[src/rtl/pag_regs.svh]
`ifndef PAG_REGS_SVH
`define PAG_REGS_SVH

// ----------------------------------------------------------------------
// Bus register byte offsets.
// ----------------------------------------------------------------------
`define PAG_OFF_CTRL 12'h000
`define PAG_OFF_STATUS 12'h004
`define PAG_OFF_LEVEL 12'h008
`define PAG_OFF_SEL 12'h00C

// ----------------------------------------------------------------------
// Control register field positions.
// ----------------------------------------------------------------------
`define PAG_CTRL_RUN_BIT 0
`define PAG_CTRL_CLEAR_BIT 1

// ----------------------------------------------------------------------
// Parameter numbers handled by the guard itself, plus two that write selection one leaves writable.
// ----------------------------------------------------------------------
`define PAG_P_WSEL 10'h04D
`define PAG_P_GSEL 10'h0A0
`define PAG_P_GCNT 10'h0AC
`define PAG_P_GREG 10'h0AD
`define PAG_P_GREM 10'h0AE
`define PAG_P_LEVEL 10'h128
`define PAG_P_PWD 10'h129
`define PAG_P_STALL 10'h016
`define PAG_P_RSTSEL 10'h04B

// ----------------------------------------------------------------------
// Setting values and reset values.
// ----------------------------------------------------------------------
`define PAG_V_NONE 14'h270F
`define PAG_V_PNUM_MAX 14'h03E7
`define PAG_V_PWD_MIN 14'h03E8
`define PAG_V_PWD_MAX 14'h270E
`define PAG_V_L99 14'h0063
`define PAG_V_L100 14'h0064
`define PAG_V_L101 14'h0065
`define PAG_V_L106 14'h006A
`define PAG_V_L199 14'h00C7
`define PAG_V_L6 14'h0006
`define PAG_V_WSEL_MAX 14'h0002
`define PAG_RST_LEVEL 14'h270F
`define PAG_RST_GSEL 14'h0000
`define PAG_RST_WSEL 2'h0
`define PAG_GROUP_MAX 5'h10
`define PAG_ERR_LIMIT 3'h5

`endif

[src/rtl/pag_pkg.sv]
package pag_pkg;

  // Which party issued a parameter request.
  typedef enum logic {PAG_PANEL, PAG_NETWORK} pag_path_t;

  // Parameter number and parameter setting value.
  typedef logic [9:0] pag_pnum_t;
  typedef logic [13:0] pag_val_t;

endpackage

[src/rtl/pag_guard.sv]
// The register offsets and the APB interface to the registers were chosen for this implementation.
`timescale 1ns/1ps
`include "pag_regs.svh"

// Overview of operation
// - User group holds at most sixteen parameters.
// - Group read selection one restricts panel access and network writes to group.
// - Registration write adds number to group.
// - Removal write deletes number from group.
// - Batch clear value wipes whole group.
// - Other batch clear values do nothing.
// - Write and group selection readable past group restriction; lock level still applies.
// - Selection and maintenance numbers never registrable.
// - Removal reads 9999; writing 9999 does nothing.
// - Lock level accepts only documented values.
// - Lock level zero or hundred trips drive.
// - Level table sets panel and network permissions.
// - Levels 99/199 limit panel access and network writes to group.
// - All restrictions combine; any refusal denies.
// - Lock level and password always accessible; level unwritable while locked.
// - Lock and password writable while running.
// - Four digit value registers the password.
// - No password writes while lock level unset.
// - Password writes of 0/9999 change nothing.
// - Password reads give 9999 while unlocked, else error count or zero.
// - Five errors at strict levels block unlock.
// - Registered password enforces level until unlock.
// - Correct password unlocks; wrong one counts error.
// - Full clear refused while running; wipes all.
module pag_guard (
  input wire logic core_clk,
  input wire logic rst_n,
  input wire logic psel,
  input wire logic penable,
  input wire logic pwrite,
  input wire logic [11:0] paddr,
  input wire logic [31:0] pwdata,
  output logic [31:0] prdata,
  output logic pready,
  output logic pslverr,
  input wire logic req_valid,
  input wire pag_pkg::pag_path_t req_path,
  input wire logic req_write,
  input wire pag_pkg::pag_pnum_t req_param,
  input wire pag_pkg::pag_val_t req_value,
  output logic rsp_valid,
  output logic rsp_grant,
  output logic rsp_internal,
  output pag_pkg::pag_val_t rsp_value,
  output logic rsp_pw_error,
  output logic option_fault_trip,
  output logic lock_active
);

  // ----------------------------------------------------------------------
  // Stored state.
  // ----------------------------------------------------------------------
  logic [1:0] write_selection;
  pag_pkg::pag_val_t group_read_selection;
  pag_pkg::pag_val_t lock_level;
  pag_pkg::pag_val_t password;
  logic [2:0] err_count;
  logic [4:0] group_count;
  logic running;
  logic clear_refused;
  pag_pkg::pag_pnum_t slot_param [0:15];
  logic [15:0] slot_used;

  // ----------------------------------------------------------------------
  // Level permission table.
  // ----------------------------------------------------------------------
  // Returns {panel read, panel write, network read, network write}.
  function automatic logic [3:0] pag_perm(input pag_pkg::pag_val_t base,
                                          input logic in_group);
    logic [3:0] p;
    p = 4'hF;
    case (base)
      14'h0001: p = 4'b1010;
      14'h0002: p = 4'b1011;
      14'h0003: p = 4'b1110;
      14'h0006: p = 4'b1110;
      14'h0004: p = 4'b0010;
      14'h0005: p = 4'b0011;
      `PAG_V_L99: p = in_group ? 4'b1111 : 4'b0010;
      default: p = 4'hF;
    endcase
    return p;
  endfunction

  // ----------------------------------------------------------------------
  // Request decode.
  // ----------------------------------------------------------------------
  wire logic is_net = (req_path == pag_pkg::PAG_NETWORK);
  wire logic p_ws = (req_param == `PAG_P_WSEL);
  wire logic p_gsel = (req_param == `PAG_P_GSEL);
  wire logic p_gcnt = (req_param == `PAG_P_GCNT);
  wire logic p_greg = (req_param == `PAG_P_GREG);
  wire logic p_grem = (req_param == `PAG_P_GREM);
  wire logic p_lvl = (req_param == `PAG_P_LEVEL);
  wire logic p_pwd = (req_param == `PAG_P_PWD);
  wire logic p_maint = p_gcnt | p_greg | p_grem;
  wire logic p_pw = p_lvl | p_pwd;
  wire logic p_int = p_ws | p_gsel | p_maint | p_pw;
  wire logic v_none = (req_value == `PAG_V_NONE);
  wire logic v_pnum = (req_value <= `PAG_V_PNUM_MAX);

  // Parameters that may never enter the group.
  wire logic v_excluded = v_pnum &&
    (req_value[9:0] == `PAG_P_WSEL || req_value[9:0] == `PAG_P_GSEL ||
     req_value[9:0] == `PAG_P_GCNT || req_value[9:0] == `PAG_P_GREG ||
     req_value[9:0] == `PAG_P_GREM);

  // ----------------------------------------------------------------------
  // User group lookup, one comparator pair per slot.
  // ----------------------------------------------------------------------
  logic [15:0] req_hit_vec;
  logic [15:0] val_hit_vec;
  genvar gi;
  generate
    for (gi = 0; gi < 16; gi++) begin : g_cmp
      assign req_hit_vec[gi] = slot_used[gi] &&
                               (slot_param[gi] == req_param);
      assign val_hit_vec[gi] = slot_used[gi] && v_pnum &&
                               (slot_param[gi] == req_value[9:0]);
    end
  endgenerate
  wire logic in_group = |req_hit_vec;
  wire logic val_in_group = |val_hit_vec;
  wire logic [15:0] free_vec = ~slot_used;
  // Lowest free slot as a one-hot vector.
  wire logic [15:0] first_free = free_vec & (~free_vec + 16'h0001);
  wire logic group_full = (group_count == `PAG_GROUP_MAX);

  // ----------------------------------------------------------------------
  // Lock level decode.
  // ----------------------------------------------------------------------
  wire logic lvl_hi = (lock_level >= `PAG_V_L100);
  wire pag_pkg::pag_val_t lvl_base =
    lvl_hi ? lock_level - `PAG_V_L100 : lock_level;
  wire logic lvl_strict = (lock_level >= `PAG_V_L101 &&
                           lock_level <= `PAG_V_L106) ||
                          lock_level == `PAG_V_L199;
  wire logic lvl_set = (lock_level != `PAG_V_NONE);
  wire logic [3:0] perm = pag_perm(lvl_base, in_group);
  wire logic lvl_rd_ok = is_net ? perm[1] : perm[3];
  wire logic lvl_wr_ok = is_net ? perm[0] : perm[2];
  wire logic lockout = lvl_strict && (err_count == `PAG_ERR_LIMIT);

  // ----------------------------------------------------------------------
  // Individual restrictions, each of which can deny the access.
  // ----------------------------------------------------------------------
  // Password protection while a password stands, with its own params exempt.
  wire logic lock_ok = !lock_active || p_pw ||
                       (req_write ? lvl_wr_ok : lvl_rd_ok);
  // Group read selection one confines the panel; network reads bypass it.
  wire logic grp_ok = (group_read_selection != 14'h0001) || in_group ||
                      p_ws || p_gsel || p_pw ||
                      (is_net && !req_write);
  wire logic ws_exempt = p_ws | p_gsel | p_pw;
  wire logic ws_ok = !req_write || (write_selection == 2'h2) ||
    ((write_selection == 2'h1) ?
       (ws_exempt || req_param == `PAG_P_STALL ||
        req_param == `PAG_P_RSTSEL) :
       (!running || ws_exempt));
  wire logic net_ws_block = req_write && is_net && p_ws;
  wire logic maint_ok = !req_write || !p_maint ||
                        (group_read_selection == `PAG_RST_GSEL);

  // ----------------------------------------------------------------------
  // Value checks for writes to the guard's own parameters.
  // ----------------------------------------------------------------------
  wire logic v_lvl_ok = (req_value <= `PAG_V_L6) ||
                        (req_value == `PAG_V_L99) ||
                        (req_value >= `PAG_V_L100 &&
                         req_value <= `PAG_V_L106) ||
                        (req_value == `PAG_V_L199) || v_none;
  wire logic v_pwd_code = (req_value >= `PAG_V_PWD_MIN) &&
                          (req_value <= `PAG_V_PWD_MAX);
  wire logic pw_noop = (req_value == 14'h0000) || v_none;
  wire logic reg_ok = v_none ||
    (v_pnum && !v_excluded && (val_in_group || !group_full));
  wire logic wr_accept =
    p_ws ? (req_value <= `PAG_V_WSEL_MAX) :
    p_gsel ? (req_value == 14'h0000 || req_value == 14'h0001 || v_none) :
    p_gcnt ? 1'b1 :
    p_greg ? reg_ok :
    p_grem ? (v_none || v_pnum) :
    p_lvl ? (v_lvl_ok && !lock_active) :
    p_pwd ? (pw_noop || (lvl_set && v_pwd_code)) :
    1'b1;

  // ----------------------------------------------------------------------
  // Bus decode and the full parameter clear command.
  // ----------------------------------------------------------------------
  wire logic apb_setup = psel && !penable;
  wire logic apb_done = psel && penable && pready;
  wire logic sel_ctrl = (paddr == `PAG_OFF_CTRL);
  wire logic sel_status = (paddr == `PAG_OFF_STATUS);
  wire logic sel_level = (paddr == `PAG_OFF_LEVEL);
  wire logic sel_sel = (paddr == `PAG_OFF_SEL);
  wire logic mapped = sel_ctrl | sel_status | sel_level | sel_sel;
  wire logic ctrl_wr = apb_done && pwrite && sel_ctrl;
  wire logic clear_cmd = ctrl_wr && pwdata[`PAG_CTRL_CLEAR_BIT];
  wire logic clear_now = clear_cmd && !running;

  // ----------------------------------------------------------------------
  // Final decision; the clear takes the whole cycle so requests then lose.
  // ----------------------------------------------------------------------
  wire logic gate_ok = grp_ok && ws_ok && lock_ok && maint_ok &&
                       !net_ws_block && !clear_now;
  wire logic grant = gate_ok && (!req_write || wr_accept);
  wire logic do_wr = req_valid && req_write && grant;

  // ----------------------------------------------------------------------
  // Write actions.
  // ----------------------------------------------------------------------
  wire logic grp_add = do_wr && p_greg && !v_none && !val_in_group;
  wire logic grp_rem = do_wr && p_grem && !v_none;
  wire logic grp_batch = do_wr && p_gcnt && v_none;
  wire logic set_lvl = do_wr && p_lvl;
  wire logic fault_set = set_lvl && (req_value == 14'h0000 ||
                                     req_value == `PAG_V_L100);
  wire logic pw_write = do_wr && p_pwd && v_pwd_code;
  wire logic pw_register = pw_write && !lock_active;
  wire logic pw_unlock = pw_write && lock_active && !lockout &&
                         (req_value == password);
  wire logic pw_bad = pw_write && lock_active && !pw_unlock;
  wire logic err_inc = pw_bad && (err_count != `PAG_ERR_LIMIT);

  // ----------------------------------------------------------------------
  // Read values of the guard's own parameters.
  // ----------------------------------------------------------------------
  wire pag_pkg::pag_val_t pw_read =
    !lock_active ? `PAG_V_NONE :
    lvl_strict ? {11'h000, err_count} : 14'h0000;
  wire pag_pkg::pag_val_t int_read =
    p_ws ? {12'h000, write_selection} :
    p_gsel ? group_read_selection :
    p_gcnt ? {9'h000, group_count} :
    p_lvl ? lock_level :
    p_pwd ? pw_read :
    `PAG_V_NONE;

  // ----------------------------------------------------------------------
  // Group slot storage, one slot per generate entry.
  // ----------------------------------------------------------------------
  generate
    for (gi = 0; gi < 16; gi++) begin : g_slot
      always_ff @(posedge core_clk or negedge rst_n) begin
        if (!rst_n) begin
          slot_used[gi] <= 1'b0;
          slot_param[gi] <= 10'h000;
        end else if (clear_now || grp_batch) begin
          slot_used[gi] <= 1'b0;
        end else if (grp_add && first_free[gi]) begin
          slot_used[gi] <= 1'b1;
          slot_param[gi] <= req_value[9:0];
        end else if (grp_rem && val_hit_vec[gi]) begin
          slot_used[gi] <= 1'b0;
        end
      end
    end
  endgenerate

  // Entry count tracks the slots so the full test stays a single compare.
  always_ff @(posedge core_clk or negedge rst_n) begin
    if (!rst_n) begin
      group_count <= 5'h00;
    end else if (clear_now || grp_batch) begin
      group_count <= 5'h00;
    end else if (grp_add) begin
      group_count <= group_count + 5'h01;
    end else if (grp_rem && val_in_group) begin
      group_count <= group_count - 5'h01;
    end
  end

  // Selection parameters written over the request port.
  always_ff @(posedge core_clk or negedge rst_n) begin
    if (!rst_n) begin
      write_selection <= `PAG_RST_WSEL;
      group_read_selection <= `PAG_RST_GSEL;
    end else if (clear_now) begin
      write_selection <= `PAG_RST_WSEL;
      group_read_selection <= `PAG_RST_GSEL;
    end else if (do_wr && p_ws) begin
      write_selection <= req_value[1:0];
    end else if (do_wr && p_gsel) begin
      group_read_selection <= req_value;
    end
  end

  // Lock level and the trip it can raise; only a full clear removes it.
  always_ff @(posedge core_clk or negedge rst_n) begin
    if (!rst_n) begin
      lock_level <= `PAG_RST_LEVEL;
      option_fault_trip <= 1'b0;
    end else if (clear_now) begin
      lock_level <= `PAG_RST_LEVEL;
      option_fault_trip <= 1'b0;
    end else if (set_lvl) begin
      lock_level <= req_value;
      option_fault_trip <= option_fault_trip | fault_set;
    end
  end

  // Password, lock state and unlock error counter.
  always_ff @(posedge core_clk or negedge rst_n) begin
    if (!rst_n) begin
      password <= `PAG_V_NONE;
      lock_active <= 1'b0;
      err_count <= 3'h0;
    end else if (clear_now || pw_unlock) begin
      password <= `PAG_V_NONE;
      lock_active <= 1'b0;
      err_count <= 3'h0;
    end else if (pw_register) begin
      password <= req_value;
      lock_active <= 1'b1;
    end else if (err_inc) begin
      err_count <= err_count + 3'h1;
    end
  end

  // ----------------------------------------------------------------------
  // Request answer, one cycle after the request.
  // ----------------------------------------------------------------------
  always_ff @(posedge core_clk or negedge rst_n) begin
    if (!rst_n) begin
      rsp_valid <= 1'b0;
      rsp_grant <= 1'b0;
      rsp_internal <= 1'b0;
      rsp_value <= 14'h0000;
      rsp_pw_error <= 1'b0;
    end else begin
      rsp_valid <= req_valid;
      rsp_grant <= req_valid && grant;
      rsp_internal <= req_valid && p_int;
      rsp_value <= (req_valid && !req_write && grant && p_int) ?
                   int_read : 14'h0000;
      rsp_pw_error <= pw_bad;
    end
  end

  // ----------------------------------------------------------------------
  // Bus slave: no wait states, answer registered in the setup cycle.
  // ----------------------------------------------------------------------
  wire logic [31:0] bus_read =
    sel_ctrl ? {30'h0000_0000, 1'b0, running} :
    sel_status ? {20'h0_0000, clear_refused, lockout, option_fault_trip,
                  lock_active, err_count, group_count} :
    sel_level ? {18'h0_0000, lock_level} :
    sel_sel ? {16'h0000, write_selection, group_read_selection} :
    32'h0000_0000;

  // Answer flops; holding pready low in setup keeps outputs registered.
  always_ff @(posedge core_clk or negedge rst_n) begin
    if (!rst_n) begin
      pready <= 1'b0;
      pslverr <= 1'b0;
      prdata <= 32'h0000_0000;
    end else begin
      pready <= apb_setup;
      pslverr <= apb_setup && !mapped;
      prdata <= (apb_setup && !pwrite) ? bus_read : 32'h0000_0000;
    end
  end

  // Run state and whether the last control write was a refused full clear.
  always_ff @(posedge core_clk or negedge rst_n) begin
    if (!rst_n) begin
      running <= 1'b0;
      clear_refused <= 1'b0;
    end else if (ctrl_wr) begin
      running <= pwdata[`PAG_CTRL_RUN_BIT];
      clear_refused <= clear_cmd && running;
    end
  end

endmodule

[config.mk]
export PLATFORM = sky130hd
export DESIGN_NAME = pag_guard
export DESIGN_NICKNAME = d
export VERILOG_FILES = /design/src/rtl/pag_pkg.sv /design/src/rtl/pag_guard.sv
export VERILOG_INCLUDE_DIRS = /design/src /design/src/rtl
export SDC_FILE = /design/constraint.sdc
export NUM_CORES = 1
export LEC_CHECK = 0
export BUFFER_PORTS_ARGS = -buffer_cell sky130_fd_sc_hd__buf_2
export CAP_MARGIN = 20
export CORE_ASPECT_RATIO = 1.1
export CORE_MARGIN = 2
export CORE_UTILIZATION = 49
export CTS_CLUSTER_DIAMETER = 80
export CTS_CLUSTER_SIZE = 12
export DETAILED_ROUTE_END_ITERATION = 8
export MAX_ROUTING_LAYER = met4
export PLACE_DENSITY = 0.75
export SYNTH_ARGS = -nofsm -noshare
export SYNTH_HDL_FRONTEND = slang
export SYNTH_SLANG_ARGS = --single-unit
[constraint.sdc]
create_clock -name core_clk -period 7.77 [get_ports core_clk]
set_clock_uncertainty 0.2 [all_clocks]
set_input_delay 0.777 -clock core_clk [delete_from_list [all_inputs] [get_ports core_clk]]
set_output_delay 0.777 -clock core_clk [all_outputs]
set_load 0.005 [all_outputs]
==> summary.md <==
| Metric | Value |
|---|---|
| Status | complete, no violations |
| F_max | 181 MHz |
| Slowest CP cell | dfstp_2 |
| Pin count of the biggest net entering global routing | 172 |
| Sequential element share of the synthesized area | 39.4% |
| Final worst-path cycle share | 71.3% |
| Worst slew pin tran | 0.987 ns |
| Die area | 36,400 um^2 |
| Post-layout minimum cycle time | 5.54 ns |
| #FFs+latches synth | 268 |
| H-tree Lvls | 1 |
| Drt pass-1 iters | 6 |
| Total number of vias | 13,800 |
| Slew margin rel. | 34.2% |
| Worst path cell trace | inv_1 -> ha_1 -> nor2b_1 -> nor2_1 -> or2_2 -> a21oi_1 -> a311o_1 -> a21o_1 -> or3_4 -> or3_1 -> fa_1 -> a21o_1 -> a21oi_1 -> nor2_1 -> o21ai_0 -> o31a_1 -> o22ai_1 |
| Worst Hold Class | in -> async |
| Critical path arrival | 5.76 ns |
| Crit path kind | reg -> reg |
| DIE WIDTH | 182 um |
| Post-CTS setup buffer count | 0 |
| Share of cells above drive strength 1 | 20.2% |
| Metal3 WL | 3970 um |
| CTS tree | built |
| CTS Hold Bufs | 0 |
| WP buf/inv | 1 |
| Gr usage total | 27.2% |
| Gates resized, CTS repair | 0 |
| Clock Path Buffers | 3 |
| Crit start category | flip-flop |
| Reg2reg start | lock_level[2]$_DFFE_PN1P_ |
| Worst hold slack | 0.0377 ns |
| Syn-to-layout area delta | 7.99% |
| Synth top area share | 36.9% |
| Routability Congestion | 0.946 |
| Post-synth ARST share | 100% |
| Synthesis Warnings | 0 |
| Unique masters post-synth | 77 |
| Vias in the first global route | 13,700 |
| Inserted Clock Buffers | 26 |
| WL/cell | 22.0 um |
| Starting Density | 49.8% |
| Setup violations, final | 0 |
| Critical path's largest stage delay | 0.70 ns |
| Chip height | 200 um |
| # DRC | 0 |
| Worst setup path startpoint | lock_level[2]$_DFFE_PN1P_ |
| EDFF count, synth | 0 |
| Commonest non-fill, non-tap cell in the layout | xnor2_1 |
| Clock Latency Late Sink | 0.56 ns |
| Rows | 71 |
| Worst setup EP type | flip-flop |
| Synth Instances | 1,708 |
| Final wirelength | 48,100 um |
| PortBufs | 83 |
| Core Footprint | 34,300 um^2 |
| RSZ-0062 raised after global routing | no |
| NumNets Final | 1,808 |
| Cell taking the most area after synthesis | dfrtp_1 |
| Post-route ant nets | 0 |
| Initial antenna violation count | 3 |
| First-pass GRT wire length | 75,600 um |
| Critical path fanouts, max | 40 |
| Highest routed layer | met4 |
| Largest cells by area after synthesis | dfrtp_1, xnor2_1, mux2_2 |
| Max_cap viols | 0 |
| DP HPWL | 31,700 um |
| Delay-heaviest family, CP | simple AND/OR/NAND/NOR gates |
| Most frequent cells in the layout | xnor2_1, dfrtp_1, mux2_2, nand4_1, nor2_1 |
| Clock Sinks | 268 |
| Overflow after GRT | 0 |
| CP required | 7.99 ns |
| Cell area after synthesis | 17,100 um^2 |
| Primary FF master, synth | dfrtp_1 |
| Max-slew violation count | 0 |
| Met1 wire length | 19,400 um |
| Leak | 7.52 nW |
| Syn Area/Cell | 10.0 um^2 |
| Fin area | 18,500 um^2 |
| Clock Tree Root | clkbuf_16 |
| CTS clk-pin slew, worst paths | 0.07 ns |
| Ports | 130 |
| Placement Cell Area | 17,700 um^2 |
| Worst vdd ir | 0.139 mV |
| Setup TNS | 0 ns |
| Detailed router's first-iteration violation count | 1,221 |
| Fin. Hold Viols | 0 |
| Metal2 WL | 22,400 um |
| PD cells | 155 nW/um^2 |
| Vias/cell | 6.32 |
## state kept, by name, indices dropped and copies added, names as in the netlist
| name | count |
|---|---|
| slot_param | 160 |
| slot_used | 16 |
| clear_refused | 1 |
| running | 1 |
| password | 14 |
| rsp_internal | 1 |
| pready | 1 |
| rsp_pw_error | 1 |
| rsp_grant | 1 |
| err_count | 3 |
| group_count | 5 |
| option_fault_trip | 1 |
| prdata | 16 |
| group_read_selection | 14 |
| lock_level | 14 |
| rsp_valid | 1 |
| pslverr | 1 |
| write_selection | 2 |
| lock_active | 1 |
| rsp_value | 14 |
## final timing paths
path,slack [ns],to,depth (start not counted)
worst max-delay path,2.23,group_count[4]$_DFFE_PN0P_,17
worst min-delay path,0.04,slot_param[45]$_DFFE_PN0P_,1
worst max register to register,2.23,group_count[4]$_DFFE_PN0P_,17
worst min register to register,0.34,group_read_selection[4]$_DFFE_PN0P_,1
max in group asynchronous,5.93,prdata[8]$_DFF_PN0_,2
min in group core_clk,0.19,rsp_valid$_DFF_PN0_,1
## Yosys cell counts, drive strengths merged, types with 3 or more instances
library cell / instances
xnor2: 327
dfrtp: 252
mux2: 173
nand4: 113
nor2: 88
nor3: 74
buf: 72
nand3: 72
clkbuf: 64
o21ai: 47
nand2: 45
nor4: 38
inv: 36
a21oi: 31
or3: 24
mux2i: 18
a22oi: 16
dfstp: 16
and2: 12
nand2b: 12
xor2: 12
and3: 11
o41ai: 11
a21o: 10
ha: 9
o22ai: 9
nand3b: 8
nor4b: 8
o31ai: 8
a211oi: 7
or2: 7
and4: 6
nor2b: 6
o211ai: 6
nand4b: 5
o21bai: 5
or4: 5
a31oi: 4
a2111oi: 3
a211o: 3
o311ai: 3
## cell families (layout without fill, tap and decap cells)
group	count (synthesis)	in the layout	synth area share, %
other	1	19	0.0219
multiplexers	192	192	13.0
adder cells (fa/ha/maj)	10	10	0.776
XOR/XNOR	339	339	17.4
buffers and inverters	172	190	4.56
flip-flops	268	268	39.4
AND/OR/NAND/NOR	542	542	17.6
AO/OA/AOI/OAI	184	184	7.32
## area by class of cell
class	instances	area (um^2)
fill	3015	15800
inverter	36	135
clock inverter	2	25.0
sequential	268	6730
timing repair buffer	107	618
antenna	3	7.51
multi-input combinational	1283	9670
clock buffer	45	722
tap	438	548
## power by group
part           leakage (nW)  internal, mW  switching (mW)
combinational          3.54        0.0908           0.200
sequential             3.63          1.40         0.00531
clock                 0.354         0.629           0.539
## through the flow
step           power, mW  utilization (%)  cells  setup WS (ns)
2_1_floorplan       1.62                -   1723           2.78
6_report            2.86             53.8   2182           2.23
4_1_cts             2.88             53.7   2176           2.31
3_5_place_dp        1.72             51.6   2129           1.81
5_1_grt             2.96             53.8   2182           1.87
3_3_place_gp        1.71             51.6   2129           1.84
## layer usage
layer,vias up,GRT usage (%)
met1,6809,34.2
met5,-,-
met4,0,12.8
met3,153,4.01
li1,6110,-
met2,713,43.7
No activity file was read; power rests on OpenSTA's default activity.
